`config.mk`:
```
export PLATFORM = sky130hd
export DESIGN_NAME = ccu_top
export DESIGN_NICKNAME = d
export VERILOG_FILES = /design/src/inc/ccu_pkg.sv /design/src/inc/ccu_evt_if.sv /design/src/hw/ccu_edge_det.sv /design/src/hw/ccu_top.sv
export SDC_FILE = /design/constraint.sdc
export NUM_CORES = 1
export LEC_CHECK = 0
export ABC_AREA = 1
export BUFFER_PORTS_ARGS = -buffer_cell sky130_fd_sc_hd__buf_4
export CORE_MARGIN = 5
export CORE_UTILIZATION = 40
export CTS_CLUSTER_SIZE = 25
export DETAILED_ROUTE_END_ITERATION = 10
export HOLD_SLACK_MARGIN = 0.1
export PLACE_DENSITY_LB_ADDON = 0.12
export SLEW_MARGIN = 20
export SYNTH_ARGS = -nofsm -noshare
export SYNTH_HDL_FRONTEND = slang
export SYNTH_SLANG_ARGS = --single-unit
```
`constraint.sdc`:
```
create_clock -name core_clk -period 1.45 [get_ports core_clk]
set_input_delay 0.29 -clock core_clk [delete_from_list [all_inputs] [get_ports core_clk]]
set_output_delay 0.29 -clock core_clk [all_outputs]
set_load 0.05 [all_outputs]
```
`src/inc/ccu_pkg.sv`:
```
/*
 capture/compare unit package: register offsets, field positions, mode codes, reset values.
 assumes a 32-bit axi4-lite slave with one aligned word per register.
*/
package ccu_pkg;
   // ------------------------------------------------------------
   // register indices (printed offsets), byte address = 4 * index
   // ------------------------------------------------------------
   localparam logic [7:0] CCU_IDX_IRQ_FLAGS = 8'h0c; // peripheral_irq_flags
   localparam logic [7:0] CCU_IDX_CONTROL = 8'h17; // capture_compare_control
   localparam logic [7:0] CCU_IDX_IRQ_ENABLES = 8'h8c; // peripheral_irq_enables
   localparam logic [7:0] CCU_IDX_MATCH_LOW = 8'h15; // match_value_low
   localparam logic [7:0] CCU_IDX_MATCH_HIGH = 8'h16; // match_value_high
   localparam logic [7:0] CCU_IDX_TIMER_LOW = 8'h0e; // sixteen_bit_timer low
   localparam logic [7:0] CCU_IDX_TIMER_HIGH = 8'h0f; // sixteen_bit_timer high
   localparam logic [7:0] CCU_IDX_PORT_OUT = 8'h40; // pin port data latch
   localparam logic [7:0] CCU_IDX_PORT_DIR = 8'h41; // port_b_direction (bit 3)
   localparam int CCU_ADDR_W = 12;
   // ------------------------------------------------------------
   // field positions and reset values
   // ------------------------------------------------------------
   localparam int CCU_FLAG_BIT = 2; // unit_event_flag / unit_event_enable
   localparam int CCU_DIR_BIT = 3; // pin direction bit
   localparam logic [7:0] CCU_FLAGS_RST = 8'h00;
   localparam logic [7:0] CCU_CTRL_RST = 8'h00;
   localparam logic [7:0] CCU_DIR_RST = 8'hff;
   localparam logic [5:0] CCU_CTRL_MASK = 6'h3f; // bits 7:6 read as zero
   localparam logic [7:0] CCU_FLAGS_MASK = 8'hf7; // bit 3 unimplemented
   // ------------------------------------------------------------
   // mode codes
   // ------------------------------------------------------------
   localparam logic [3:0] CCU_MODE_OFF = 4'h0;
   localparam logic [3:0] CCU_MODE_CAP_FALL = 4'h4;
   localparam logic [3:0] CCU_MODE_CAP_RISE = 4'h5;
   localparam logic [3:0] CCU_MODE_CAP_RISE4 = 4'h6;
   localparam logic [3:0] CCU_MODE_CAP_RISE16 = 4'h7;
   localparam logic [3:0] CCU_MODE_CMP_SET = 4'h8;
   localparam logic [3:0] CCU_MODE_CMP_CLR = 4'h9;
   localparam logic [3:0] CCU_MODE_CMP_SOFT = 4'ha;
   localparam logic [3:0] CCU_MODE_CMP_TRIG = 4'hb;
   localparam logic [1:0] CCU_MODE_PWM_TOP = 2'h3; // 11xx
   localparam logic [3:0] CCU_PS4_LAST = 4'h3; // 4th rising edge
   localparam logic [3:0] CCU_PS16_LAST = 4'hf; // 16th rising edge
   localparam logic [1:0] CCU_RESP_OKAY = 2'h0;
   localparam logic [1:0] CCU_RESP_SLVERR = 2'h2;
endpackage

```
`src/inc/ccu_evt_if.sv`:
```
/*
 capture_compare_unit internal interface: pin sample toward the edge detector, events back.
 assumes one clock shared by both ends.
*/
`timescale 1ns/1ps
interface ccu_evt_if;
   logic pin_level; // pin level as seen by the unit
   logic rise; // one-cycle rising edge pulse
   logic fall; // one-cycle falling edge pulse
   modport det (input pin_level, output rise, output fall);
   modport core (output pin_level, input rise, input fall);
endinterface

```
`src/hw/ccu_edge_det.sv`:
```
/*
 capture_compare_unit edge detector: synchroniser and edge pulses.
 assumes pin_level is an ordinary level in the core_clk domain or asynchronous.
*/
`timescale 1ns/1ps
module ccu_edge_det (
   input wire logic core_clk,
   input wire logic sys_rst,
   ccu_evt_if.det evt
);
   logic sync1_r, sync1_nxt; // first stage, read only by second stage
   logic sync2_r, sync2_nxt; // second stage
   logic prev_r, prev_nxt; // delayed copy for edge compare
   // ----------------------------------------
   // next values
   // ----------------------------------------
   always_comb begin
      sync1_nxt = evt.pin_level;
      sync2_nxt = sync1_r;
      prev_nxt = sync2_r;
   end
   // registers
   always_ff @(posedge core_clk) begin
      if (sys_rst) begin
         sync1_r <= 1'b0;
         sync2_r <= 1'b0;
         prev_r <= 1'b0;
      end else begin
         sync1_r <= sync1_nxt;
         sync2_r <= sync2_nxt;
         prev_r <= prev_nxt;
      end
   end
   // edges from the synchronised level only [RULE22]
   assign evt.rise = sync2_r & ~prev_r;
   assign evt.fall = ~sync2_r & prev_r;
endmodule

```
`src/hw/ccu_top.sv`:
```
/*
 capture_compare_unit top: axi4-lite registers, 16-bit timer, capture, compare, pwm latch.
 assumes core_clk at 100 MHz, synchronous active-high sys_rst, pin buffer outside.
*/
`timescale 1ns/1ps
// Functional notes
// RULE1 - match value held as two byte registers
// RULE2 - mode 0000 turns unit off, resets state
// RULE3 - modes 0100-0111 capture fall, rise, 4th, 16th
// RULE4 - mode 1000 drives pin high on match
// RULE5 - mode 1001 drives pin low on match
// RULE6 - mode 1010 flag only, pin untouched
// RULE7 - mode 1011 flag plus special event pulse
// RULE8 - modes 11xx pwm, duty in low byte
// RULE9 - capture copies whole timer into holding pair
// RULE10 - capture sets flag bit 2, sticky
// RULE11 - new capture overwrites unread value
// RULE12 - port write on output pin can capture
// RULE13 - software keeps timer synchronous
// RULE14 - prescaler cleared when off or not capturing
// RULE15 - prescale change keeps count, may flag
// RULE16 - software masks enable during mode change
// RULE17 - software clears control before new prescale
// RULE18 - compare on every timer update, act together
// RULE19 - writing control zero forces compare latch low
// RULE20 - special event resets both timer bytes
// RULE21 - software sets direction bit for use
// RULE22 - pin synchronised, edges before prescaler
module ccu_top
   import ccu_pkg::*;
#(
   parameter int TIMER_W = 16
) (
   input wire logic core_clk,
   input wire logic sys_rst,
   input wire logic [ccu_pkg::CCU_ADDR_W-1:0] s_axi_awaddr,
   input wire logic s_axi_awvalid,
   output logic s_axi_awready,
   input wire logic [31:0] s_axi_wdata,
   input wire logic [3:0] s_axi_wstrb,
   input wire logic s_axi_wvalid,
   output logic s_axi_wready,
   output logic [1:0] s_axi_bresp,
   output logic s_axi_bvalid,
   input wire logic s_axi_bready,
   input wire logic [ccu_pkg::CCU_ADDR_W-1:0] s_axi_araddr,
   input wire logic s_axi_arvalid,
   output logic s_axi_arready,
   output logic [31:0] s_axi_rdata,
   output logic [1:0] s_axi_rresp,
   output logic s_axi_rvalid,
   input wire logic s_axi_rready,
   input wire logic event_pin_in,
   output logic event_pin_out,
   output logic event_pin_oe,
   input wire logic timer_tick,
   output logic special_event,
   output logic unit_irq
);
   import ccu_pkg::*;

   // ----------------------------------------
   // state
   // ----------------------------------------
   logic [7:0] flags_r, flags_nxt; // peripheral_irq_flags
   logic [7:0] enables_r, enables_nxt; // peripheral_irq_enables
   logic [5:0] ctrl_r, ctrl_nxt; // capture_compare_control low six bits
   logic [7:0] match_low_r, match_low_nxt; // match_value_low
   logic [7:0] match_high_r, match_high_nxt; // match_value_high
   logic [TIMER_W-1:0] timer_r, timer_nxt; // sixteen_bit_timer
   logic [3:0] pscnt_r, pscnt_nxt; // capture prescaler count
   logic cmp_latch_r, cmp_latch_nxt; // compare output latch
   logic port_out_r, port_out_nxt; // general port data latch
   logic [7:0] dir_r, dir_nxt; // port_b_direction
   logic sev_r, sev_nxt; // special event pulse
   logic irq_r, irq_nxt; // flag and enable
   logic pin_out_r, pin_out_nxt; // driven pin level
   logic pin_oe_r, pin_oe_nxt; // pin drive enable
   // bus state
   logic aw_hold_r, aw_hold_nxt; // write address taken
   logic w_hold_r, w_hold_nxt; // write data taken
   logic [7:0] aw_idx_r, aw_idx_nxt; // latched write index
   logic [31:0] wdata_r, wdata_nxt; // latched write data
   logic wstrb0_r, wstrb0_nxt; // latched lane 0 strobe
   logic awr_r, awr_nxt, wr_r, wr_nxt; // channel readies
   logic bvalid_r, bvalid_nxt;
   logic [1:0] bresp_r, bresp_nxt;
   logic arr_r, arr_nxt, rvalid_r, rvalid_nxt;
   logic [31:0] rdata_r, rdata_nxt;
   logic [1:0] rresp_r, rresp_nxt;

   ccu_evt_if evt ();
   // ----------------------------------------
   // decoded mode
   // ----------------------------------------
   logic [3:0] mode;
   logic is_cap, is_cmp, is_pwm, wr_go, rd_go, cap_hit, cmp_hit, port_lvl;
   logic [7:0] wr_byte;
   assign mode = ctrl_r[3:0];
   assign is_cap = mode[3:2] == 2'h1; // [RULE3]
   assign is_cmp = mode[3:2] == 2'h2;
   assign is_pwm = mode[3:2] == CCU_MODE_PWM_TOP; // [RULE8]
   assign wr_go = aw_hold_r && w_hold_r && !bvalid_r;
   assign rd_go = s_axi_arvalid && arr_r;
   assign wr_byte = wdata_r[7:0];

   // output pin on direction clear: port latch or unit latch drives the pin
   // so a port write can make an edge the capture sees [RULE12]
   assign port_lvl = dir_r[CCU_DIR_BIT] ? event_pin_in : pin_out_r;
   assign evt.pin_level = port_lvl;

   ccu_edge_det u_edge (
      .core_clk(core_clk),
      .sys_rst(sys_rst),
      .evt(evt)
   );

   // ----------------------------------------
   // capture event with prescaler
   // ----------------------------------------
   always_comb begin
      pscnt_nxt = pscnt_r;
      cap_hit = 1'b0;
      if (!is_cap) begin
         pscnt_nxt = 4'h0; // [RULE14] also off mode [RULE2]
      end else begin
         unique case (mode)
            CCU_MODE_CAP_FALL: cap_hit = evt.fall; // [RULE3]
            CCU_MODE_CAP_RISE: cap_hit = evt.rise;
            CCU_MODE_CAP_RISE4: begin
               // count kept across prescale changes [RULE15]
               if (evt.rise) begin
                  cap_hit = pscnt_r[1:0] == CCU_PS4_LAST[1:0];
                  pscnt_nxt = pscnt_r + 4'h1;
               end
            end
            default: begin
               if (evt.rise) begin
                  cap_hit = pscnt_r == CCU_PS16_LAST;
                  pscnt_nxt = pscnt_r + 4'h1;
               end
            end
         endcase
      end
   end

   // compare evaluated on each timer update [RULE18]
   assign cmp_hit = is_cmp && timer_tick && ({match_high_r, match_low_r} == timer_r);

   // ----------------------------------------
   // unit datapath next values
   // ----------------------------------------
   always_comb begin
      timer_nxt = timer_tick ? timer_r + 16'h0001 : timer_r;
      match_low_nxt = match_low_r;
      match_high_nxt = match_high_r;
      flags_nxt = flags_r;
      enables_nxt = enables_r;
      ctrl_nxt = ctrl_r;
      cmp_latch_nxt = cmp_latch_r;
      port_out_nxt = port_out_r;
      dir_nxt = dir_r;
      sev_nxt = 1'b0;
      // software writes, lane 0 only carries byte registers
      if (wr_go && wstrb0_r) begin
         unique case (aw_idx_r)
            CCU_IDX_IRQ_FLAGS: flags_nxt = wr_byte & CCU_FLAGS_MASK;
            CCU_IDX_IRQ_ENABLES: enables_nxt = wr_byte & CCU_FLAGS_MASK;
            CCU_IDX_CONTROL: begin
               ctrl_nxt = wr_byte[5:0] & CCU_CTRL_MASK;
               if (wr_byte[5:0] == 6'h00) begin
                  cmp_latch_nxt = 1'b0; // [RULE19] [RULE2]
               end
            end
            CCU_IDX_MATCH_LOW: match_low_nxt = wr_byte; // [RULE1]
            CCU_IDX_MATCH_HIGH: begin
               if (!is_pwm) begin
                  match_high_nxt = wr_byte; // [RULE1] read-only in pwm
               end
            end
            CCU_IDX_TIMER_LOW: timer_nxt = {timer_r[15:8], wr_byte};
            CCU_IDX_TIMER_HIGH: timer_nxt = {wr_byte, timer_r[7:0]};
            CCU_IDX_PORT_OUT: port_out_nxt = wr_byte[CCU_DIR_BIT];
            CCU_IDX_PORT_DIR: dir_nxt = wr_byte;
            default: ;
         endcase
      end
      // capture overwrites any unread value [RULE9] [RULE11]
      if (cap_hit) begin
         {match_high_nxt, match_low_nxt} = timer_r;
      end
      // compare actions and flag in the same cycle [RULE18]
      if (cmp_hit) begin
         unique case (mode)
            CCU_MODE_CMP_SET: cmp_latch_nxt = 1'b1; // [RULE4]
            CCU_MODE_CMP_CLR: cmp_latch_nxt = 1'b0; // [RULE5]
            CCU_MODE_CMP_SOFT: ; // pin untouched [RULE6]
            default: begin
               sev_nxt = 1'b1; // [RULE7]
               timer_nxt = '0; // both bytes reset [RULE20]
            end
         endcase
      end
      // pwm duty: low byte upper bits, ctrl 5:4 low bits, latched high [RULE8]
      if (is_pwm) begin
         cmp_latch_nxt = timer_r[9:0] < {match_low_r, ctrl_r[5:4]};
         if (timer_tick && timer_r[9:0] == 10'h000) begin
            match_high_nxt = match_low_r;
         end
      end
      // a control clear beats match and pwm updates of the latch [RULE19]
      if (wr_go && wstrb0_r && aw_idx_r == CCU_IDX_CONTROL && wr_byte[5:0] == 6'h00) begin
         cmp_latch_nxt = 1'b0;
      end
      // set wins over a software clear [RULE10]
      if (cap_hit || cmp_hit) begin
         flags_nxt[CCU_FLAG_BIT] = 1'b1;
      end
   end

   // pin drive: unit latch in compare and pwm modes (control bit 3 set), else port latch
   always_comb begin
      pin_oe_nxt = !dir_nxt[CCU_DIR_BIT];
      pin_out_nxt = (ctrl_nxt[3] ? cmp_latch_nxt : port_out_nxt);
      irq_nxt = flags_nxt[CCU_FLAG_BIT] & enables_nxt[CCU_FLAG_BIT];
   end

   // registers of the unit
   always_ff @(posedge core_clk) begin
      if (sys_rst) begin
         timer_r <= '0;
         match_low_r <= 8'h00;
         match_high_r <= 8'h00;
         flags_r <= CCU_FLAGS_RST;
         enables_r <= CCU_FLAGS_RST;
         ctrl_r <= CCU_CTRL_RST[5:0];
         cmp_latch_r <= 1'b0;
         port_out_r <= 1'b0;
         dir_r <= CCU_DIR_RST;
         pscnt_r <= 4'h0; // [RULE14]
         sev_r <= 1'b0;
         irq_r <= 1'b0;
         pin_out_r <= 1'b0;
         pin_oe_r <= 1'b0;
      end else begin
         timer_r <= timer_nxt;
         match_low_r <= match_low_nxt;
         match_high_r <= match_high_nxt;
         flags_r <= flags_nxt;
         enables_r <= enables_nxt;
         ctrl_r <= ctrl_nxt;
         cmp_latch_r <= cmp_latch_nxt;
         port_out_r <= port_out_nxt;
         dir_r <= dir_nxt;
         pscnt_r <= pscnt_nxt;
         sev_r <= sev_nxt;
         irq_r <= irq_nxt;
         pin_out_r <= pin_out_nxt;
         pin_oe_r <= pin_oe_nxt;
      end
   end

   // ----------------------------------------
   // axi4-lite slave
   // ----------------------------------------
   always_comb begin
      aw_hold_nxt = aw_hold_r;
      w_hold_nxt = w_hold_r;
      aw_idx_nxt = aw_idx_r;
      wdata_nxt = wdata_r;
      wstrb0_nxt = wstrb0_r;
      bvalid_nxt = bvalid_r;
      bresp_nxt = bresp_r;
      // address and data taken in either order
      if (s_axi_awvalid && awr_r) begin
         aw_hold_nxt = 1'b1;
         aw_idx_nxt = s_axi_awaddr[9:2];
      end
      if (s_axi_wvalid && wr_r) begin
         w_hold_nxt = 1'b1;
         wdata_nxt = s_axi_wdata;
         wstrb0_nxt = s_axi_wstrb[0];
      end
      if (wr_go) begin
         aw_hold_nxt = 1'b0;
         w_hold_nxt = 1'b0;
         bvalid_nxt = 1'b1;
         unique case (aw_idx_r)
            CCU_IDX_IRQ_FLAGS, CCU_IDX_IRQ_ENABLES, CCU_IDX_CONTROL, CCU_IDX_MATCH_LOW,
            CCU_IDX_MATCH_HIGH, CCU_IDX_TIMER_LOW, CCU_IDX_TIMER_HIGH, CCU_IDX_PORT_OUT,
            CCU_IDX_PORT_DIR: bresp_nxt = CCU_RESP_OKAY;
            default: bresp_nxt = CCU_RESP_SLVERR;
         endcase
      end
      if (bvalid_r && s_axi_bready) begin
         bvalid_nxt = 1'b0;
      end
      awr_nxt = !aw_hold_nxt && !bvalid_nxt;
      wr_nxt = !w_hold_nxt && !bvalid_nxt;
   end

   // read side: one read under way
   always_comb begin
      rvalid_nxt = rvalid_r;
      rdata_nxt = rdata_r;
      rresp_nxt = rresp_r;
      if (rd_go) begin
         rvalid_nxt = 1'b1;
         rresp_nxt = CCU_RESP_OKAY;
         unique case (s_axi_araddr[9:2])
            CCU_IDX_IRQ_FLAGS: rdata_nxt = {24'h0, flags_r};
            CCU_IDX_IRQ_ENABLES: rdata_nxt = {24'h0, enables_r};
            CCU_IDX_CONTROL: rdata_nxt = {26'h0, ctrl_r};
            CCU_IDX_MATCH_LOW: rdata_nxt = {24'h0, match_low_r};
            CCU_IDX_MATCH_HIGH: rdata_nxt = {24'h0, match_high_r};
            CCU_IDX_TIMER_LOW: rdata_nxt = {24'h0, timer_r[7:0]};
            CCU_IDX_TIMER_HIGH: rdata_nxt = {24'h0, timer_r[15:8]};
            CCU_IDX_PORT_OUT: rdata_nxt = {28'h0, port_lvl, 3'h0};
            CCU_IDX_PORT_DIR: rdata_nxt = {24'h0, dir_r};
            default: begin
               rdata_nxt = 32'h0;
               rresp_nxt = CCU_RESP_SLVERR;
            end
         endcase
      end else if (rvalid_r && s_axi_rready) begin
         rvalid_nxt = 1'b0;
      end
      arr_nxt = !rvalid_nxt && !rd_go;
   end

   // bus registers
   always_ff @(posedge core_clk) begin
      if (sys_rst) begin
         aw_hold_r <= 1'b0;
         w_hold_r <= 1'b0;
         aw_idx_r <= 8'h00;
         wdata_r <= 32'h0;
         wstrb0_r <= 1'b0;
         awr_r <= 1'b0;
         wr_r <= 1'b0;
         bvalid_r <= 1'b0;
         bresp_r <= CCU_RESP_OKAY;
         arr_r <= 1'b0;
         rvalid_r <= 1'b0;
         rdata_r <= 32'h0;
         rresp_r <= CCU_RESP_OKAY;
      end else begin
         aw_hold_r <= aw_hold_nxt;
         w_hold_r <= w_hold_nxt;
         aw_idx_r <= aw_idx_nxt;
         wdata_r <= wdata_nxt;
         wstrb0_r <= wstrb0_nxt;
         awr_r <= awr_nxt;
         wr_r <= wr_nxt;
         bvalid_r <= bvalid_nxt;
         bresp_r <= bresp_nxt;
         arr_r <= arr_nxt;
         rvalid_r <= rvalid_nxt;
         rdata_r <= rdata_nxt;
         rresp_r <= rresp_nxt;
      end
   end

   assign s_axi_awready = awr_r;
   assign s_axi_wready = wr_r;
   assign s_axi_bvalid = bvalid_r;
   assign s_axi_bresp = bresp_r;
   assign s_axi_arready = arr_r;
   assign s_axi_rvalid = rvalid_r;
   assign s_axi_rdata = rdata_r;
   assign s_axi_rresp = rresp_r;
   assign event_pin_out = pin_out_r;
   assign event_pin_oe = pin_oe_r;
   assign special_event = sev_r;
   assign unit_irq = irq_r;
endmodule

```
==> results of run 1 <==
cells by family after synthesis:
logic type	after synthesis	share of synthesized area
and+or+nand+nor	404	0.2971
AOI/OAI and AO/OA	200	0.1949
buffers and inverters	159	0.1201
DFF	107	0.3398
xor gates and xnor gates	17	0.02362
adders and majority gates	12	0.02382
other	1	0.0005949
repair_timing:
item                                   in CTS  in global routing
setup endpoints to repair                  67                 76
endpoints found under the hold margin       0                  0
setup buffers                              27                 26
gates cloned                                4                  3
gates resized for setup                   123                112
pin swaps                                  31                 46
sequential cells by signal (all words and copies together), names as in the netlist, 4 cells and up:
register,flops
match_low_r,8
pscnt_r,4
timer_r,16
aw_idx_r,8
match_high_r,8
ctrl_r,6
wdata_r,8
s_axi_rdata,8
dir_r,8
flags_r,7
enables_r,7
per-layer routing:
layer  track usage  up-vias
met1        0.3420     3220
met3       0.06092       60
met4       0.07839        0
met5             0        -
li1              -     3459
met2        0.3797      359
cell usage after synthesis (all sizes together) (2+ instances only):
library cell,n
nand2,183
nor2,139
dfxtp,107
inv,105
o21ai,65
a21oi,62
buf,42
nand3,39
o211ai,27
nor3,20
o22ai,20
a211oi,17
nand4,13
xor2,13
ha,12
clkbuf,10
nor4,5
o221ai,4
xnor2,4
a31oi,2
clkinv,2
or2,2
final timing paths:
| check | to | slack, ns | depth (start not counted) |
|---|---|---|---|
| worst max register to register | match_low_r[7] | -0.22 | 11 |
| worst max-delay path | match_low_r[7] | -0.22 | 11 |
| worst min register to register | u_edge.prev_nxt | 0.40 | 2 |
| worst min-delay path | aw_idx_r[3] | 0.17 | 3 |
power by group through the flow:
| stage | clock network [µW] | registers, µW | logic (µW) |
|---|---|---|---|
| CTS | 2610 | 3070 | 920 |
| global route | 2720 | 3080 | 1070 |
| detailed placement | 0 | 3140 | 842 |
| floorplan | 0 | 3170 | 499 |
| finish | 2550 | 3080 | 1000 |
| global placement | 0 | 3130 | 842 |
critical path: stages (launching register included):
cell	delay, ns
dfxtp_4	0.37
nor2_4	0.15
nand2_4	0.07
nor2_4	0.12
o21ai_2	0.07
nand2_2	0.12
nand2_8	0.11
buf_12	0.16
nand3_2	0.05
o21ai_1	0.06
nor2_1	0.19
nor2_1	0.07
through the flow:
step           cell area (µm²)  instances  setup WS, ns
6_report                  9679       1374       -0.2152
5_1_grt                   9679       1374       -0.2954
4_1_cts                   9045       1348       -0.1464
3_5_place_dp              8046       1302       -0.3836
3_3_place_gp              8046       1302       -0.3863
2_1_floorplan             6411        925      -0.04438
area by class of cell:
class	count	area (µm²)
clock buffers	9	225.2
clock inverters	7	87.58
fillers	1372	5635
inverters	107	424.2
multi-input cells	660	4159
flip-flops and latches	107	2210
well taps	211	264.0
repair buffers	273	2310
==> results.sh, run 1 <==
export IMPL_dp_hpwl_mm=17.03
export IMPL_period_share=1.148
export IMPL_cts_sinks=107
export IMPL_worstPathArrival_ns=1.91
export IMPL_drv_cap=0
export IMPL_dominantRegCellSynth="dfxtp_1"
export IMPL_fin_skew_ns=0.01339
export IMPL_post_synth_top_area_cell="dfxtp_1"
export IMPL_fmaxAchievable_mhz=600.5
export IMPL_switching_share=0.3050
export IMPL_core_um2=15310
export IMPL_wirelength_mm=23.39
export IMPL_clk_latency_ns=0.37
export IMPL_antenna_found_initial=0
export IMPL_status="finished with violations"
export IMPL_hold_path_startpoint="s_axi_awaddr[5]"
export IMPL_clockBufferDepth=2
export IMPL_drtPass1Iterations=5
export IMPL_ys_ff_latch=107
export IMPL_port_buffers=52
export IMPL_combinationalPowerShare=0.151
export IMPL_avgSynthCellArea_um2=7.004
export IMPL_syn_area_um2=6304
export IMPL_start_util=0.4116
export IMPL_cts_tree="built"
export IMPL_wirelength_met1_mm=10.04
export IMPL_avgRoutedWirePerCell_um=17.02
export IMPL_drt_iter0_markers=571
export IMPL_critPathMaxFanout=7
export IMPL_cts_reportedPaths_clkPinSlew_ns=0.08
export IMPL_p_clk_frac=0.385
export IMPL_final_common_cell="buf_4"
export IMPL_die_w_um=135.5
export IMPL_die_h_um=135.5
export IMPL_startpoint="ctrl_r[3]"
export IMPL_top_layer="met4"
export IMPL_ys_types=48
export IMPL_ys_seq_area_frac=0.3398
export IMPL_globalRouteTotalUtil=0.2474
export IMPL_synth_area_leaders="dfxtp_1 (34%), nand2_1 (11%), nor2_1 (7.4%), inv_1 (5.1%), a21oi_1 (4.8%)"
export IMPL_slew_viol_final=0
export IMPL_worst_slack_ns=-0.2152
export IMPL_fin_util=0.6320
export IMPL_grt_max_degree=46
export IMPL_vias=7098
export IMPL_p_leak_uw=0.004332
export IMPL_finalSetupViolations=48
export IMPL_synth_async_reset_ratio=0
export IMPL_num_io_pins=114
export IMPL_n_antenna_cell=0
export IMPL_tns_ns=-4.925
export IMPL_nets=1239
export IMPL_drc=0
export IMPL_min_period_ns=1.665
export IMPL_wl_met3_mm=2.204
export IMPL_p_seq_frac=0.464
export IMPL_required_ns=1.69
export IMPL_layout_common_cells="buf_4 (232), nand2_1 (156), nor2_1 (107)"
export IMPL_power_switching_uw=2022
export IMPL_drive_gt1_frac=0.4394
export IMPL_p_int_uw=4607
export IMPL_rsz0062_at_grt="yes"
export IMPL_gp_congestion=1.009
export IMPL_drt_vias_per_instance=5.166
export IMPL_critPathKind="flop to flop"
export IMPL_grt_ovfl_total=0
export IMPL_cts_hold_buffers=0
export IMPL_cts_root_buf="clkbuf_16"
export IMPL_htree_levels=3
export IMPL_dieArea_um2=18370
export IMPL_hold_viol=0
export IMPL_total_power_uw=6629
export IMPL_first_global_vias=6421
export IMPL_worstHoldPathType="primary input to flop"
export IMPL_ys_warn_count=0
export IMPL_peakVddDrop_v=0.0005692
export IMPL_cts_inserted_buffers=9
export IMPL_endpoint_kind="flop"
export IMPL_synthCells=900
export IMPL_grt_pass1_wl_mm=35.31
export IMPL_wl_met2_mm=10.39
export IMPL_timing_hold_ws_ns=0.1701
export IMPL_netlist_area_leader_share=0.3398
export IMPL_powerDensity_nw_per_um2=684.9
export IMPL_rows=45
export IMPL_startpoint_type="flop"
export IMPL_ant_nets=0
export IMPL_syn_to_final_growth_pct=53.55
export IMPL_synth_edf_count=0
export IMPL_violations="setup timing"
export IMPL_r2r_start="ctrl_r[3]"
(Power assumes the default switching activity.)
==> run 2: changes to the inputs <==
Settings changed: CORE_UTILIZATION 40 to 35.
==> results.sh, run 2 (synthesized netlist as in run 1, its figures left out) <==
export IMPL_p_leak_uw=0.004437
export IMPL_critPathKind="flop to flop"
export IMPL_period_share=1.162
export IMPL_drtPass1Iterations=5
export IMPL_violations="setup timing"
export IMPL_required_ns=1.75
export IMPL_largest_reg_flops=16
export IMPL_rows=49
export IMPL_final_common_cell="buf_4"
export IMPL_worstHoldPathType="primary input to flop"
export IMPL_clk_latency_ns=0.37
export IMPL_worst_slack_ns=-0.2344
export IMPL_syn_to_final_growth_pct=58.32
export IMPL_port_buffers=52
export IMPL_dieArea_um2=20790
export IMPL_worstPathArrival_ns=1.98
export IMPL_cts_reportedPaths_clkPinSlew_ns=0.08
export IMPL_dp_hpwl_mm=18.05
export IMPL_drt_vias_per_instance=5.038
export IMPL_worstPathCellList="buf_12, clkinv_4, buf_6, nand4_1, nor3_2, nand2_2, buf_12, o211ai_1, nand2_1, nor2_1"
export IMPL_total_power_uw=6839
export IMPL_worst_pin_slew_ns=0.4994
export IMPL_critPathSlowestCell="dfxtp_4"
export IMPL_peakVddDrop_v=0.0005626
export IMPL_die_w_um=144.2
export IMPL_cts_inserted_buffers=9
export IMPL_status="finished with violations"
export IMPL_grt_pass1_wl_mm=36.95
export IMPL_slew_headroom=0.6667
export IMPL_avgRoutedWirePerCell_um=17.67
export IMPL_core_um2=17840
export IMPL_die_h_um=144.2
export IMPL_start_util=0.3533
export IMPL_finalSetupViolations=62
export IMPL_rsz0062_at_grt="yes"
export IMPL_cts_root_buf="clkbuf_16"
export IMPL_cts_hold_buffers=0
export IMPL_ant_nets=0
export IMPL_critPathMaxFanout=8
export IMPL_clockBufferDepth=2
export IMPL_powerDensity_nw_per_um2=685.3
export IMPL_fin_area_um2=9980
export IMPL_grt_ovfl_total=0
export IMPL_n_antenna_cell=0
export IMPL_min_period_ns=1.684
export IMPL_drv_cap=0
export IMPL_place_area_um2=8297
export IMPL_cts_tree="built"
export IMPL_globalRouteTotalUtil=0.2350
export IMPL_fin_skew_ns=0.01295
export IMPL_drt_iter0_markers=556
export IMPL_fmaxAchievable_mhz=593.7
export IMPL_drc=0
export IMPL_antenna_found_initial=0
export IMPL_slew_viol_final=0
export IMPL_cp_slowest_stage_delay_ns=0.37
export IMPL_num_io_pins=114
export IMPL_gp_congestion=0.9193
export IMPL_hold_viol=0
export IMPL_first_global_vias=6506
export IMPL_nets=1255
export IMPL_htree_levels=3
export IMPL_critical_path_most_common_cell="buf_12"
export IMPL_cts_sinks=107
export IMPL_grt_max_degree=37
export IMPL_drive_gt1_frac=0.4614
export IMPL_vias=7094
export IMPL_startpoint_type="flop"
export IMPL_layout_common_cells="buf_4 (238), nand2_1 (155), nor2_1 (98)"
export IMPL_endpoint_kind="flop"
export IMPL_largest_register="timer_r"
export IMPL_wirelength_mm=24.88
run 2: changes by cell type in the layout (fill, tap and decap cells not counted), moves of 3 or more:
cell,delta
nor2_2,+11
nor2_1,-9
dfxtp_2,-4
a21oi_2,+9
buf_12,+4
o22ai_4,-3
o21ai_0,-7
a21oi_1,-8
o21ai_1,+5
buf_6,+6
buf_4,+6
run 2: worst max-delay path, delay by kind of cell, from the launching register on:
| family | cells | cell delay [ns] |
|---|---|---|
| AOI/OAI and AO/OA | 1 | 0.12 |
| DFF | 1 | 0.37 |
| buffers and inverters | 4 | 0.47 |
| and+or+nand+nor | 5 | 0.64 |
run 2: power breakdown:
part           switching (µW)  internal [µW]
registers                77.2           2990
logic                     651            371
clock network            1340           1410
run 2: final cells by class:
class / instances / area (µm²)
sequential: 107 / 2212
clock buffer: 9 / 225.2
inverter: 107 / 429.2
fill: 1751 / 7861
multi-input combinational: 661 / 4222
clock inverter: 7 / 100.1
tap: 229 / 286.5
timing repair buffer: 288 / 2505
run 2: timing repair:
| item | 4_1_cts | 5_1_grt |
|---|---|---|
| setup endpoints to repair | 67 | 77 |
| gates cloned | 5 | 1 |
| resized for setup | 156 | 112 |
| pin swaps | 41 | 45 |
| buffers inserted | 25 | 15 |
run 2: through the flow:
step	hold WS (ns)	TNS, ns	utilization	cells	worst slack (ns)
2_1_floorplan	0.3883	-0.2604	-	925	-0.04438
3_3_place_gp	0.3891	-12.48	0.4650	1347	-0.3775
3_5_place_dp	0.3983	-13.33	0.4650	1347	-0.3659
4_1_cts	0.1698	-6.209	0.5298	1393	-0.1833
5_1_grt	0.1849	-14.02	0.5594	1408	-0.3239
6_report	0.1765	-7.697	0.5594	1408	-0.2344
run 2: final timing paths:
kind | cells past startpoint | slack, ns | from | endpoint
worst min register to register | 2 | 0.41 | u_edge.sync1_r | u_edge.prev_nxt
worst max-delay path | 10 | -0.23 | timer_r[7] | match_high_r[4]
worst max register to register | 10 | -0.23 | timer_r[7] | match_high_r[4]
worst min-delay path | 3 | 0.18 | s_axi_awaddr[6] | aw_idx_r[4]
run 2: metal layers:
| metal | vias up | global-route usage | share of wire |
|---|---|---|---|
| met5 | - | 0 | 0 |
| met4 | 0 | 0.07413 | 0.033 |
| met3 | 55 | 0.03108 | 0.072 |
| met2 | 284 | 0.3628 | 0.45 |
| met1 | 3252 | 0.3405 | 0.45 |
| li1 | 3503 | - | - |
==> run 3: changes to the inputs <==
Settings changed: PLACE_DENSITY_LB_ADDON 0.12 to 0.05.
==> results.sh, run 3 (synthesized netlist as in run 1, its figures left out) <==
export IMPL_clockBufferDepth=2
export IMPL_drc=0
export IMPL_final_common_cell="buf_4"
export IMPL_timing_hold_ws_ns=0.1595
export IMPL_dp_hpwl_mm=18.44
export IMPL_tns_ns=-7.302
export IMPL_status="finished with violations"
export IMPL_required_ns=1.72
export IMPL_wirelength_mm=24.31
export IMPL_port_buffers=52
export IMPL_place_area_um2=8167
export IMPL_fin_skew_ns=0.01947
export IMPL_violations="setup timing"
export IMPL_num_io_pins=114
export IMPL_rows=49
export IMPL_nets=1244
export IMPL_ant_nets=0
export IMPL_total_power_uw=6751
export IMPL_endpoint_kind="flop"
export IMPL_gp_congestion=0.9708
export IMPL_critPathKind="flop to flop"
export IMPL_cts_sinks=107
export IMPL_slew_headroom=0.6602
export IMPL_core_um2=17840
export IMPL_rsz0062_at_grt="yes"
export IMPL_hold_viol=0
export IMPL_period_share=1.162
export IMPL_powerDensity_nw_per_um2=689.4
export IMPL_worst_slack_ns=-0.2349
export IMPL_worst_pin_slew_ns=0.5092
export IMPL_drtPass1Iterations=5
export IMPL_drv_cap=0
export IMPL_dieArea_um2=20790
export IMPL_cts_tree="built"
export IMPL_p_leak_uw=0.004327
export IMPL_grt_pass1_wl_mm=36.76
export IMPL_largest_register="timer_r"
export IMPL_peakVddDrop_v=0.0005984
export IMPL_place_worst_setup_slack_ns=-0.3698
export IMPL_grt_max_degree=27
export IMPL_p_seq_frac=0.452
export IMPL_fin_area_um2=9793
export IMPL_antenna_found_initial=0
export IMPL_startpoint_type="flop"
export IMPL_drt_vias_per_instance=4.932
export IMPL_power_switching_uw=2133
export IMPL_die_w_um=144.2
export IMPL_first_global_vias=6560
export IMPL_start_util=0.3533
export IMPL_grt_ovfl_total=0
export IMPL_finalSetupViolations=56
export IMPL_cts_inserted_buffers=9
export IMPL_p_int_uw=4618
export IMPL_drt_iter0_markers=464
export IMPL_clk_latency_ns=0.37
export IMPL_fmaxAchievable_mhz=593.5
export IMPL_cts_reportedPaths_clkPinSlew_ns=0.09
export IMPL_die_h_um=144.2
export IMPL_slew_viol_final=0
export IMPL_globalRouteTotalUtil=0.2344
export IMPL_combinationalPowerShare=0.152
export IMPL_vias=6890
export IMPL_n_antenna_cell=0
export IMPL_p_clk_frac=0.396
export IMPL_avgRoutedWirePerCell_um=17.40
export IMPL_drive_gt1_frac=0.4555
export IMPL_syn_to_final_growth_pct=55.36
export IMPL_switching_share=0.3160
export IMPL_worstPathArrival_ns=1.95
export IMPL_worstHoldPathType="primary input to flop"
export IMPL_critPathMaxFanout=6
export IMPL_cts_root_buf="clkbuf_16"
export IMPL_largest_reg_flops=16
export IMPL_min_period_ns=1.685
export IMPL_htree_levels=3
export IMPL_layout_common_cells="buf_4 (236), nand2_1 (153), nor2_1 (100)"
run 3: changes by cell type in the layout (fill, tap and decap cells not counted), moves of 5 or more:
| cell | delta |
|---|---|
| nor2_2 | -7 |
| nand2_4 | +6 |
| nand3_2 | -7 |
| buf_12 | -6 |
| nor2_4 | +5 |
| nand3_1 | +6 |
| inv_2 | +5 |
run 3: worst paths after layout:
kind                         from  cells past startpoint  slack [ns]              end
setup reg to reg        ctrl_r[2]                     12       -0.23   match_low_r[1]
hold reg to reg    u_edge.sync1_r                      2        0.41  u_edge.prev_nxt
hold / removal    s_axi_awaddr[6]                      3        0.16      aw_idx_r[4]
setup / recovery        ctrl_r[2]                     12       -0.23   match_low_r[1]
run 3: worst max-delay path, cell delays in order (launching register included):
cell,delay (ns)
dfxtp_2,0.36
inv_4,0.04
nor2_4,0.13
buf_4,0.14
nand2_2,0.06
a21oi_4,0.19
buf_12,0.15
nand2_8,0.06
o21ai_4,0.09
buf_12,0.18
nor2_1,0.05
nor2_1,0.09
nor2_1,0.05
run 3: cell type report:
cell class | count | area [µm²]
clock buffer | 9 | 225.2
clock inverter | 7 | 96.34
fill | 1716 | 8048
inverter | 107 | 419.2
multi-input combinational | 660 | 4234
sequential | 107 | 2223
tap | 229 | 286.5
timing repair buffer | 278 | 2308
run 3: power groups by stage:
| stage | combinational, µW | sequential [µW] | clock [µW] |
|---|---|---|---|
| CTS | 958 | 3050 | 2730 |
| floorplan | 499 | 3170 | 0 |
| detailed placement | 878 | 3130 | 0 |
| global route | 1100 | 3060 | 2840 |
| finish | 1030 | 3050 | 2670 |
| global placement | 876 | 3130 | 0 |
run 3: per-layer routing:
layer  wire [µm]  track usage
met3        1575      0.04530
met2       11140       0.3655
met1       11050       0.3323
met4         535      0.06382
met5           0            0
run 3: through the flow:
| step | utilization | std cells |
|---|---|---|
| floorplan | - | 925 |
| global placement | 0.4577 | 1338 |
| detailed placement | 0.4577 | 1338 |
| CTS | 0.5204 | 1380 |
| global route | 0.5489 | 1397 |
| finish | 0.5489 | 1397 |
run 3: timing repair:
action / in CTS / in global routing
setup endpoints to repair: 66 / 77
gates cloned: 2 / 1
endpoints found under the hold margin: 0 / 0
setup buffers: 24 / 18
hold buffers: 0 / 0
gates resized for setup: 159 / 110
pin swaps: 44 / 71
